**src/hw/modem_ctl_pkg.sv**
```systemverilog
// register map, field positions and reset values for the modem control block
package modem_ctl_pkg;
	// byte addresses on the register bus
	localparam logic [7:0] ADDR_MODEM_LINE_CONTROL = 8'h00;
	localparam logic [7:0] ADDR_ENHANCED_FEATURE = 8'h04;
	localparam logic [7:0] ADDR_PIN_FUNCTION = 8'h08;
	localparam logic [7:0] ADDR_PIN_LEVEL_STATE = 8'h0C;
	localparam logic [7:0] ADDR_MODEM_LINE_STATUS = 8'h10;
	localparam logic [7:0] ADDR_FLOW_CONFIG = 8'h14;
	// modem_line_control fields
	localparam int MLC_PRESCALE = 7;
	localparam int MLC_INFRARED = 6;
	localparam int MLC_ANY_RESUME = 5;
	localparam int MLC_LOOPBACK = 4;
	localparam int MLC_RESERVED = 3;
	localparam int MLC_TRIG_ACCESS = 2;
	localparam int MLC_RTS = 1;
	localparam int MLC_DTR = 0;
	// bits that need the enhanced write enable
	localparam logic [7:0] MLC_PROTECTED_MASK = 8'hE4;
	localparam logic [7:0] MLC_WRITE_MASK = 8'hF7;
	// enhanced_feature_reg write-enable bit
	localparam int EFR_ENHANCED = 4;
	// pin_function_control: modem pins selected
	localparam int PFC_MODEM_PINS = 1;
	// pin_level_state: bit that drives general_pin_five
	localparam int PLS_PIN_FIVE = 5;
	// flow config: automatic rts enable
	localparam int FLOW_AUTO_RTS = 0;
	// modem_line_status cts bit
	localparam int MLS_CTS = 4;
	localparam int MLS_DSR = 5;
	localparam logic [7:0] RESET_BYTE = 8'h00;
	localparam logic [31:0] READ_ZERO = 32'h00000000;
	localparam logic [1:0] PRESCALE_DIV = 2'h3;
endpackage

```
**src/hw/modem_line_control.sv**
```systemverilog
// modem line control register with apb slave, loopback and modem pin drive
`timescale 1ns/100ps
module modem_line_control (
	// clock and reset
	input wire logic core_clk,
	input wire logic nrst,
	// apb slave
	input wire logic psel,
	input wire logic penable,
	input wire logic pwrite,
	input wire logic [7:0] paddr,
	input wire logic [31:0] pwdata,
	output logic [31:0] prdata,
	output logic pready,
	output logic pslverr,
	// uart datapath
	input wire logic tx_serial,
	input wire logic rx_pin,
	output logic rx_serial,
	input wire logic auto_rts_level_n,
	output logic baud_tick,
	output logic infrared_mode,
	output logic any_resume_en,
	output logic trig_regs_en,
	// modem pins
	input wire logic cts_n_pin,
	input wire logic dsr_n_pin,
	output logic rts_n,
	output logic general_pin_five,
	output logic general_pin_five_oe
);
	logic [7:0] mlc_q;
	logic [7:0] efr_q;
	logic [7:0] pin_func_q;
	logic [7:0] pin_state_q;
	logic [7:0] flow_q;
	logic [1:0] cts_sync_q;
	logic [1:0] dsr_sync_q;
	logic [1:0] rx_sync_q;
	logic [1:0] presc_q;
	logic baud_tick_q;
	logic rts_n_q;
	logic pin_five_q;
	logic pin_five_oe_q;
	logic rx_serial_q;
	logic [7:0] status;
	logic wr_access;
	logic rd_access;
	logic addr_known;

	function automatic logic is_mapped(input logic [7:0] a);
		return a == modem_ctl_pkg::ADDR_MODEM_LINE_CONTROL ||
			a == modem_ctl_pkg::ADDR_ENHANCED_FEATURE ||
			a == modem_ctl_pkg::ADDR_PIN_FUNCTION ||
			a == modem_ctl_pkg::ADDR_PIN_LEVEL_STATE ||
			a == modem_ctl_pkg::ADDR_MODEM_LINE_STATUS ||
			a == modem_ctl_pkg::ADDR_FLOW_CONFIG;
	endfunction

	// single-cycle access phase keeps the master simple
	assign pready = 1'b1;
	assign addr_known = is_mapped(paddr);
	assign pslverr = psel && penable && !addr_known;
	assign wr_access = psel && penable && pwrite && addr_known;
	assign rd_access = psel && penable && !pwrite && addr_known;

	// pins are asynchronous to core_clk
	always_ff @(posedge core_clk) begin
		if (!nrst) begin
			cts_sync_q <= 2'h3;
			dsr_sync_q <= 2'h3;
			rx_sync_q <= 2'h3;
		end else begin
			cts_sync_q <= {cts_sync_q[0], cts_n_pin};
			dsr_sync_q <= {dsr_sync_q[0], dsr_n_pin};
			rx_sync_q <= {rx_sync_q[0], rx_pin};
		end
	end

	// modem line control register
	always_ff @(posedge core_clk) begin
		if (!nrst) begin
			mlc_q <= modem_ctl_pkg::RESET_BYTE;
		end else if (wr_access &&
			paddr == modem_ctl_pkg::ADDR_MODEM_LINE_CONTROL) begin
			if (efr_q[modem_ctl_pkg::EFR_ENHANCED]) begin
				mlc_q <= pwdata[7:0] & modem_ctl_pkg::MLC_WRITE_MASK;
			end else begin
				mlc_q <= (mlc_q & modem_ctl_pkg::MLC_PROTECTED_MASK) |
					(pwdata[7:0] & modem_ctl_pkg::MLC_WRITE_MASK &
					~modem_ctl_pkg::MLC_PROTECTED_MASK);
			end
		end
	end

	// supporting registers that steer this block
	always_ff @(posedge core_clk) begin
		if (!nrst) begin
			efr_q <= modem_ctl_pkg::RESET_BYTE;
			pin_func_q <= modem_ctl_pkg::RESET_BYTE;
			pin_state_q <= modem_ctl_pkg::RESET_BYTE;
			flow_q <= modem_ctl_pkg::RESET_BYTE;
		end else if (wr_access) begin
			case (paddr)
				modem_ctl_pkg::ADDR_ENHANCED_FEATURE: begin
					efr_q <= pwdata[7:0];
				end
				modem_ctl_pkg::ADDR_PIN_FUNCTION: begin
					pin_func_q <= pwdata[7:0];
				end
				modem_ctl_pkg::ADDR_PIN_LEVEL_STATE: begin
					pin_state_q <= pwdata[7:0];
				end
				modem_ctl_pkg::ADDR_FLOW_CONFIG: begin
					flow_q <= pwdata[7:0];
				end
				default: begin
				end
			endcase
		end
	end

	// modem status view
	always_comb begin
		status = modem_ctl_pkg::RESET_BYTE;
		if (mlc_q[modem_ctl_pkg::MLC_LOOPBACK]) begin
			status[modem_ctl_pkg::MLS_CTS] = mlc_q[modem_ctl_pkg::MLC_RTS];
			status[modem_ctl_pkg::MLS_DSR] = mlc_q[modem_ctl_pkg::MLC_DTR];
		end else begin
			status[modem_ctl_pkg::MLS_CTS] = ~cts_sync_q[1];
			status[modem_ctl_pkg::MLS_DSR] = ~dsr_sync_q[1];
		end
	end

	// read data registered on the setup edge (psel high, penable low), ready in the access phase
	always_ff @(posedge core_clk) begin
		if (!nrst) begin
			prdata <= modem_ctl_pkg::READ_ZERO;
		end else if (psel && !penable && !pwrite) begin
			case (paddr)
				modem_ctl_pkg::ADDR_MODEM_LINE_CONTROL: begin
					prdata <= {24'h000000, mlc_q};
				end
				modem_ctl_pkg::ADDR_ENHANCED_FEATURE: begin
					prdata <= {24'h000000, efr_q};
				end
				modem_ctl_pkg::ADDR_PIN_FUNCTION: begin
					prdata <= {24'h000000, pin_func_q};
				end
				modem_ctl_pkg::ADDR_PIN_LEVEL_STATE: begin
					prdata <= {24'h000000, pin_state_q};
				end
				modem_ctl_pkg::ADDR_MODEM_LINE_STATUS: begin
					prdata <= {24'h000000, status};
				end
				modem_ctl_pkg::ADDR_FLOW_CONFIG: begin
					prdata <= {24'h000000, flow_q};
				end
				default: begin
					prdata <= modem_ctl_pkg::READ_ZERO;
				end
			endcase
		end
	end

	// baud prescaler: tick every cycle, or one in four
	always_ff @(posedge core_clk) begin
		if (!nrst) begin
			presc_q <= 2'h0;
			baud_tick_q <= 1'b0;
		end else begin
			if (mlc_q[modem_ctl_pkg::MLC_PRESCALE]) begin
				presc_q <= presc_q + 2'h1;
				baud_tick_q <= (presc_q == modem_ctl_pkg::PRESCALE_DIV);
			end else begin
				presc_q <= 2'h0;
				baud_tick_q <= 1'b1;
			end
		end
	end

	// receive input mux
	always_ff @(posedge core_clk) begin
		if (!nrst) begin
			rx_serial_q <= 1'b1;
		end else if (mlc_q[modem_ctl_pkg::MLC_LOOPBACK]) begin
			rx_serial_q <= tx_serial;
		end else begin
			rx_serial_q <= rx_sync_q[1];
		end
	end

	// modem outputs; loopback holds rts_n inactive, and general_pin_five too when modem pins are selected
	always_ff @(posedge core_clk) begin
		if (!nrst) begin
			rts_n_q <= 1'b1;
		end else if (mlc_q[modem_ctl_pkg::MLC_LOOPBACK]) begin
			rts_n_q <= 1'b1;
		end else if (flow_q[modem_ctl_pkg::FLOW_AUTO_RTS]) begin
			rts_n_q <= auto_rts_level_n;
		end else begin
			rts_n_q <= ~mlc_q[modem_ctl_pkg::MLC_RTS];
		end
	end

	always_ff @(posedge core_clk) begin
		if (!nrst) begin
			pin_five_q <= 1'b1;
			pin_five_oe_q <= 1'b0;
		end else if (pin_func_q[modem_ctl_pkg::PFC_MODEM_PINS]) begin
			pin_five_oe_q <= 1'b1;
			pin_five_q <= mlc_q[modem_ctl_pkg::MLC_LOOPBACK] ||
				~mlc_q[modem_ctl_pkg::MLC_DTR];
		end else begin
			pin_five_oe_q <= 1'b1;
			pin_five_q <= pin_state_q[modem_ctl_pkg::PLS_PIN_FIVE];
		end
	end

	assign rx_serial = rx_serial_q;
	assign baud_tick = baud_tick_q;
	assign rts_n = rts_n_q;
	assign general_pin_five = pin_five_q;
	assign general_pin_five_oe = pin_five_oe_q;
	assign infrared_mode = mlc_q[modem_ctl_pkg::MLC_INFRARED];
	assign any_resume_en = mlc_q[modem_ctl_pkg::MLC_ANY_RESUME];
	assign trig_regs_en = mlc_q[modem_ctl_pkg::MLC_TRIG_ACCESS];
endmodule

```
**config.mk**
```make
export PLATFORM = sky130hd
export DESIGN_NAME = modem_line_control
export DESIGN_NICKNAME = d
export VERILOG_FILES = /design/src/hw/modem_ctl_pkg.sv /design/src/hw/modem_line_control.sv
export SDC_FILE = /design/constraint.sdc
export NUM_CORES = 1
export LEC_CHECK = 0
export BUFFER_PORTS_ARGS = -buffer_cell sky130_fd_sc_hd__buf_4
export CAP_MARGIN = 20
export CELL_PAD_IN_SITES_DETAIL_PLACEMENT = 2
export CELL_PAD_IN_SITES_GLOBAL_PLACEMENT = 2
export CORE_AREA = 2 2 107 109
export DETAILED_ROUTE_END_ITERATION = 16
export DIE_AREA = 0 0 109 111
export PLACE_DENSITY = 0.72
export SLEW_MARGIN = 20
export SYNTH_ARGS = -nofsm -noshare
export SYNTH_HDL_FRONTEND = slang
export SYNTH_SLANG_ARGS = --single-unit
```
**constraint.sdc**
```tcl
create_clock -name core_clk -period 1.5 [get_ports core_clk]
set_input_delay 0.3 -clock core_clk [delete_from_list [all_inputs] [get_ports core_clk]]
set_output_delay 0.3 -clock core_clk [all_outputs]
set_load 0.01 [all_outputs]
```
==> impl_results.md, run 1 <==
- Ant diodes: 0
- DIE WIDTH: 109 um
- Fill count: 1204
- Area grow syn2layout: 34.69%
- Clk_lat worst skew: 0.33 ns
- Detailed Place HPWL: 6.082 mm
- Initial detailed-routing violation count: 49
- Syn_area_per_cell: 9.682 um2
- Distinct cells, synth: 40
- Post-synth ARST share: 0%
- Pin count of the biggest net entering global routing: 45
- Gr usage total: 14.71%
- FF-to-FF End: prdata[4]
- CP arrival: 1.74 ns
- Yosys reg bits: 60
- Cells after Synth: 298
- Critical path type: input port to flip-flop
- Reg2reg setup slack: 0.13 ns
- Yosys Warn Count: 0
- Vias in the first global route: 2472
- Initial antenna violation count: 0
- Status: finished clean
- Via/cell ratio: 4.494
- EDFF count, synth: 0
- Worst path required time: 1.75 ns
- Worst-path clk slew: 0.05 ns
- Grt ovf: 0
- Mux cell area share after synthesis: 16.31%
- DRC violations left: 0
- Leak: 1.630 nW
- Setup violations, final: 0
- Sequential fraction of the synthesis area: 41.63%
- Height of the die: 111 um
- Clk sinks: 60
- Vias: 2337
- WL final: 8.463 mm
- Met3 Track Usage GR: 4.056%
- Grt peak-use layer: met2
- Post-layout min period: 1.492 ns
- Placed cells: 498
- CTS tree: built
- Post-synthesis adder-cell area fraction: 0.4337%
- R2r startpoint: mlc_q[4]
- Drt pass-1 iters: 4
- Layout cells sized above 1: 31.83%
- Xor and xnor area share after synthesis: 0%
- Setup_tns: 0 ns
- Met2 Track Usage GR: 23.02%
- Synthesized area: 2885 um2
- Port bufs: 42
- Most used DFF post-synth: dfxtp_1
- Final-report hold violation count: 0
- Main combinational cell family by area after synthesis: simple AND/OR/NAND/NOR gates
- R2R depth: 6
- Yosys top cell by area: dfxtp_1
- Nets@finish: 423
- Power per cell area: 1108 nW/um2
- GR Util met1: 18.24%
- Non-Filler Instances: 520
- Fmax: 670.1 MHz
- Final Total Pwr: 4.304 mW
- GPL Wtd Cong: 0.8168
- Hold Crit Depth: 2
- Final ANT Viol Nets: 0
- Worst-path maximum fanout: 4
- CTS Buf Count: 9
- Maximum clock insertion buffer count: 2
- H-tree levels: 3
- CP Capture Type: flip-flop
- Post-Synth Simple-Gate Area: 22.64%
- Count of pins over their slew limit: 0
- Fin crit share: 99.48%
- Worst Hold Endpoint: rx_sync_q[0]
- Finished Core Util: 35.08%
- I/O Pins: 92
- Most common cell in the netlist: dfxtp_1
- Max Cap Viol: 0
- Std-Cell Core Area: 11080 um2
- Row count: 39
- Starting Density: 26.05%
- Yosys top cell area share: 41.63%
- Die area: 12100 um2
- Synth top cells by count: dfxtp_1, mux2i_1, nor2b_1
- Avg WL per Cell: 16.28 um
- Fin Clk Skew: 0.003042 ns
- Synth area leaders: dfxtp_1, mux2i_1, nor2b_1
- Root Driver: clkbuf_16
- Startpoint types: input port
- Global-route wire length before repair: 13.37 mm
- Min-delay src: rx_pin
- Hold WC Path Type: input port to flip-flop
- VDD IR-drop max: 0.0003681 V
- Post-synthesis compound-gate area fraction: 8.109%
[cell usage in the layout, fill, tap and decap left out, types with 3 or more instances in the layout]
cell / instances
buf_6: 6
mux2i_1: 46
a22oi_1: 5
clkbuf_16: 9
nand2_1: 13
nor3_2: 6
conb_1: 25
nand2b_1: 7
o21ai_0: 8
bufinv_16: 3
nand3_1: 12
nor2_1: 11
o21ai_1: 9
a21oi_1: 8
dfxtp_1: 59
inv_1: 3
buf_4: 73
nor2b_1: 35
nor3_1: 4
[worst max path at each step]
| stage | start | end | slack (ns) | cells after the start |
|---|---|---|---|---|
| after floorplan | paddr[4] | pin_func_q[0] | 0.002 | 6 |
| after global placement | paddr[4] | mlc_q[1] | -0.20 | 7 |
| after detailed placement | paddr[4] | mlc_q[1] | -0.26 | 7 |
| after CTS | paddr[3] | pslverr | -0.05 | 6 |
| after global routing | paddr[1] | prdata[4] | -0.09 | 8 |
| final | paddr[1] | prdata[4] | 0.008 | 8 |
[registers in the layout, indices dropped and copies added (netlist names), 7 cells and up]
signal,flops
efr_q,8
flow_q,8
mlc_q,7
pin_func_q,8
pin_state_q,8
prdata,8
[where the power goes]
group,switching [mW],internal [mW],total [mW],leakage [nW]
clock,0.741,1.61,2.35,0.161
sequential,0.00800,1.62,1.62,0.487
combinational,0.179,0.147,0.326,0.982
[metal layers]
metal,wire (um),share of wire (%)
met1,3704,44
met2,4136,49
met3,375,4.4
met4,246,2.9
met5,0,0
[worst max-delay path: stages]
cell       delay, ns
buf_6           0.11
nor3_4          0.28
nand3_2         0.20
buf_4           0.18
nor3_1          0.26
a2111oi_2       0.10
buf_4           0.15
nor3_1          0.17
[cells by family (layout without fill, tap and decap cells)]
family	Yosys count	after routing
other	2	25
AOI/OAI and AO/OA	38	38
and+or+nand+nor	106	106
buffers and inverters	44	100
adders and majority gates	1	1
DFF	60	60
muxes	47	47
[area by class of cell]
class                           instances  area, um2  area share [%]
Inverter                                3      11.26          0.2898
Clock buffer                            9      225.2           5.795
Timing Repair Buffer                   81      655.6           16.87
Clock inverter                          7      115.1           2.962
Sequential cell                        60       1202           30.94
Tap cell                              143      178.9           4.604
Multi-Input combinational cell        217       1498           38.54
[metrics by stage]
step	hold WS (ns)	instance area, um2	setup slack, ns
2_1_floorplan	0.3277	2972	0.001933
3_3_place_gp	0.3883	3443	-0.1968
3_5_place_dp	0.4012	3443	-0.2593
4_1_cts	0.1348	3800	-0.04595
5_1_grt	0.1428	3886	-0.08560
6_report	0.1478	3886	0.007791
[repair_timing]
item / in CTS / in global routing
resized for setup: 2 / 13
buffers inserted: 1 / 5
endpoints found under the hold margin: 0 / 0
endpoints found under the setup margin: 2 / 8
hold buffers: 0 / 0
pin swaps: 1 / 4
Power figures use the tool's default switching activity.
==> inputs of run 2 (changes only) <==
- CTS_CLUSTER_SIZE: not set -> 28
- PLACE_DENSITY: 0.72 -> not set
- PLACE_DENSITY_LB_ADDON: not set -> 0.1
==> run 2 against run 1 <==
  * Setup slack improved by 0.039 ns
  * Sequential power about the same
  * Combinational power about the same
  * Register-to-register slack improved by 0.10 ns
  * Critical endpoint is now mlc_q[1]
  * Sequential cell count unchanged
  * Power decreased by 2.6%
  * Global-route usage decreased by 0.074 points
  * Via count decreased by 2.6%
  * Cell area decreased by 0.68%
  * Core utilization decreased by 0.24 points
  * Routed wire length decreased by 0.76%
  * Largest power group unchanged
==> impl_results.md, run 2 (synthesis results as in run 1) <==
- Hold Crit Depth: 2 (unchanged)
- Register area: 1202 um2 (unchanged)
- Commonest non-fill, non-tap cell in the layout: buf_4
- Fin crit share: 96.87% (-2.6 points)
- Status: finished clean
- Max Cap Viol: 0 (unchanged)
- Layout cells sized above 1: 31.40% (-0.43 points)
- Detailed Place HPWL: 6.184 mm (+1.7%)
- Vias: 2277 (-2.6%)
- Vias in the first global route: 2342 (-5.3%)
- Setup violations, final: 0 (unchanged)
- Footprint of the multi-input gates: 1495 um2 (-0.17%)
- Maximum clock insertion buffer count: 2 (unchanged)
- Min setup slack post-route: 0.04697 ns (+0.03918 ns)
- Ant diodes: 0 (unchanged)
- Count of pins over their slew limit: 0 (unchanged)
- Final Total Pwr: 4.194 mW (-2.6%)
- CP arrival: 1.67 ns (-0.07 ns)
- Grt ovf: 0 (unchanged)
- Min-delay src: cts_n_pin
- Nets@finish: 425 (+0.47%)
- Fill count: 1207 (+0.25%)
- Fin Clk Skew: 0.005626 ns (+0.002585 ns)
- Std-Cell Core Area: 11080 um2 (unchanged)
- Clk sinks: 60 (unchanged)
- CTS tree: built
- R2r startpoint: mlc_q[4]
- Worst-path clk slew: 0.06 ns (about the same)
- Leak: 1.627 nW (-0.20%)
- Worst Hold Endpoint: cts_sync_q[0]
- Smallest hold slack: 0.1489 ns (+0.001096 ns)
- CTS Buf Count: 9 (unchanged)
- Initial detailed-routing violation count: 56 (+14%)
- Starting Density: 26.05% (unchanged)
- Final-report hold violation count: 0 (unchanged)
- Power per cell area: 1086 nW/um2 (-1.9%)
- Pin count of the biggest net entering global routing: 30 (-33%)
- Startpoint types: input port
- Worst path required time: 1.72 ns (-0.03 ns)
- Hold WC Path Type: input port to flip-flop
- Row count: 39 (unchanged)
- FF-to-FF End: prdata[4]
- H-tree levels: 3 (unchanged)
- DIE WIDTH: 109 um (unchanged)
- Global-route wire length before repair: 13.08 mm (-2.2%)
- GPL Wtd Cong: 0.7512 (-8.0%)
- Reg2reg setup slack: 0.23 ns (+0.10 ns)
- Port bufs: 42 (unchanged)
- Drt pass-1 iters: 4 (unchanged)
- Height of the die: 111 um (unchanged)
- Setup_tns: 0 ns (unchanged)
- DRC violations left: 0 (unchanged)
- Final ANT Viol Nets: 0 (unchanged)
- Critical path type: input port to flip-flop
- Fmax: 688.2 MHz (+2.7%)
- VDD IR-drop max: 0.0005088 V (+38%)
- Die area: 12100 um2 (unchanged)
- R2R depth: 5 (-1)
- WL final: 8.399 mm (-0.76%)
- I/O Pins: 92 (unchanged)
- CP Capture Type: flip-flop
- Via/cell ratio: 4.362 (-2.9%)
- Post-layout min period: 1.453 ns (-0.03918 ns)
- Most frequent cells in the layout: buf_4, dfxtp_1, mux2i_1, nor2b_1, conb_1
- Avg WL per Cell: 16.09 um (-1.1%)
- Root Driver: clkbuf_16
- Area grow syn2layout: 33.78%
- Initial antenna violation count: 0 (unchanged)
- Worst slack, placed: -0.3251 ns (-0.06584 ns)
- RSZ-0062 raised after global routing: yes
- Cts hold-fix bufs: 0 (unchanged)
- Gr usage total: 14.63% (-0.074 points)
- Clk_lat worst skew: 0.33 ns (about the same)
- Worst-path maximum fanout: 7 (+3)
[run 2: worst max path at each step]
stage,startpoint,endpoint,depth (start not counted)
3_3_place_gp,paddr[1],flow_q[5],8
5_1_grt,paddr[6],prdata[7],9
6_report,paddr[6],mlc_q[1],8
4_1_cts,paddr[3],pslverr,7
3_5_place_dp,paddr[1],flow_q[0],8
2_1_floorplan,paddr[4],pin_func_q[0],6
[run 2: per-stage QoR]
stage	util, %	std cells	cell area (um2)
finish	34.85	522	3860
global route	34.85	522	3860
CTS	34.53	522	3825
detailed placement	31.31	503	3468
global placement	31.31	503	3468
floorplan	-	321	2972
[run 2: repair_timing]
item | CTS | global route
pin swaps | 3 | 3
resized for setup | 3 | 10
setup endpoints to repair | 1 | 22
buffers inserted | 4 | 0
[run 2: report_power, final]
group	switching [mW]	leakage [nW]	total (mW)	internal [mW]
combinational	0.177	0.981	0.325	0.149
sequential	0.00741	0.487	1.62	1.62
clock	0.755	0.159	2.25	1.49
[run 2: area by class of cell]
cell class	count	area share, %
Inverter	3	0.2917
Clock buffer	11	6.289
Clock inverter	5	1.945
Tap cell	143	4.635
Sequential cell	60	31.15
Timing Repair Buffer	83	16.95
Multi-Input combinational cell	217	38.74
[run 2: critical path, stage by stage]
cell	delay (ns)
buf_4	0.12
nor4_4	0.27
buf_6	0.15
buf_4	0.14
and4_4	0.24
buf_4	0.15
mux2i_2	0.23
nor2b_1	0.06
[run 2: layer usage]
layer | track usage [%] | part of all wire, %
met1 | 20.31 | 49
met2 | 21.49 | 45
met3 | 3.645 | 3.9
met4 | 5.897 | 2.1
met5 | 0 | 0
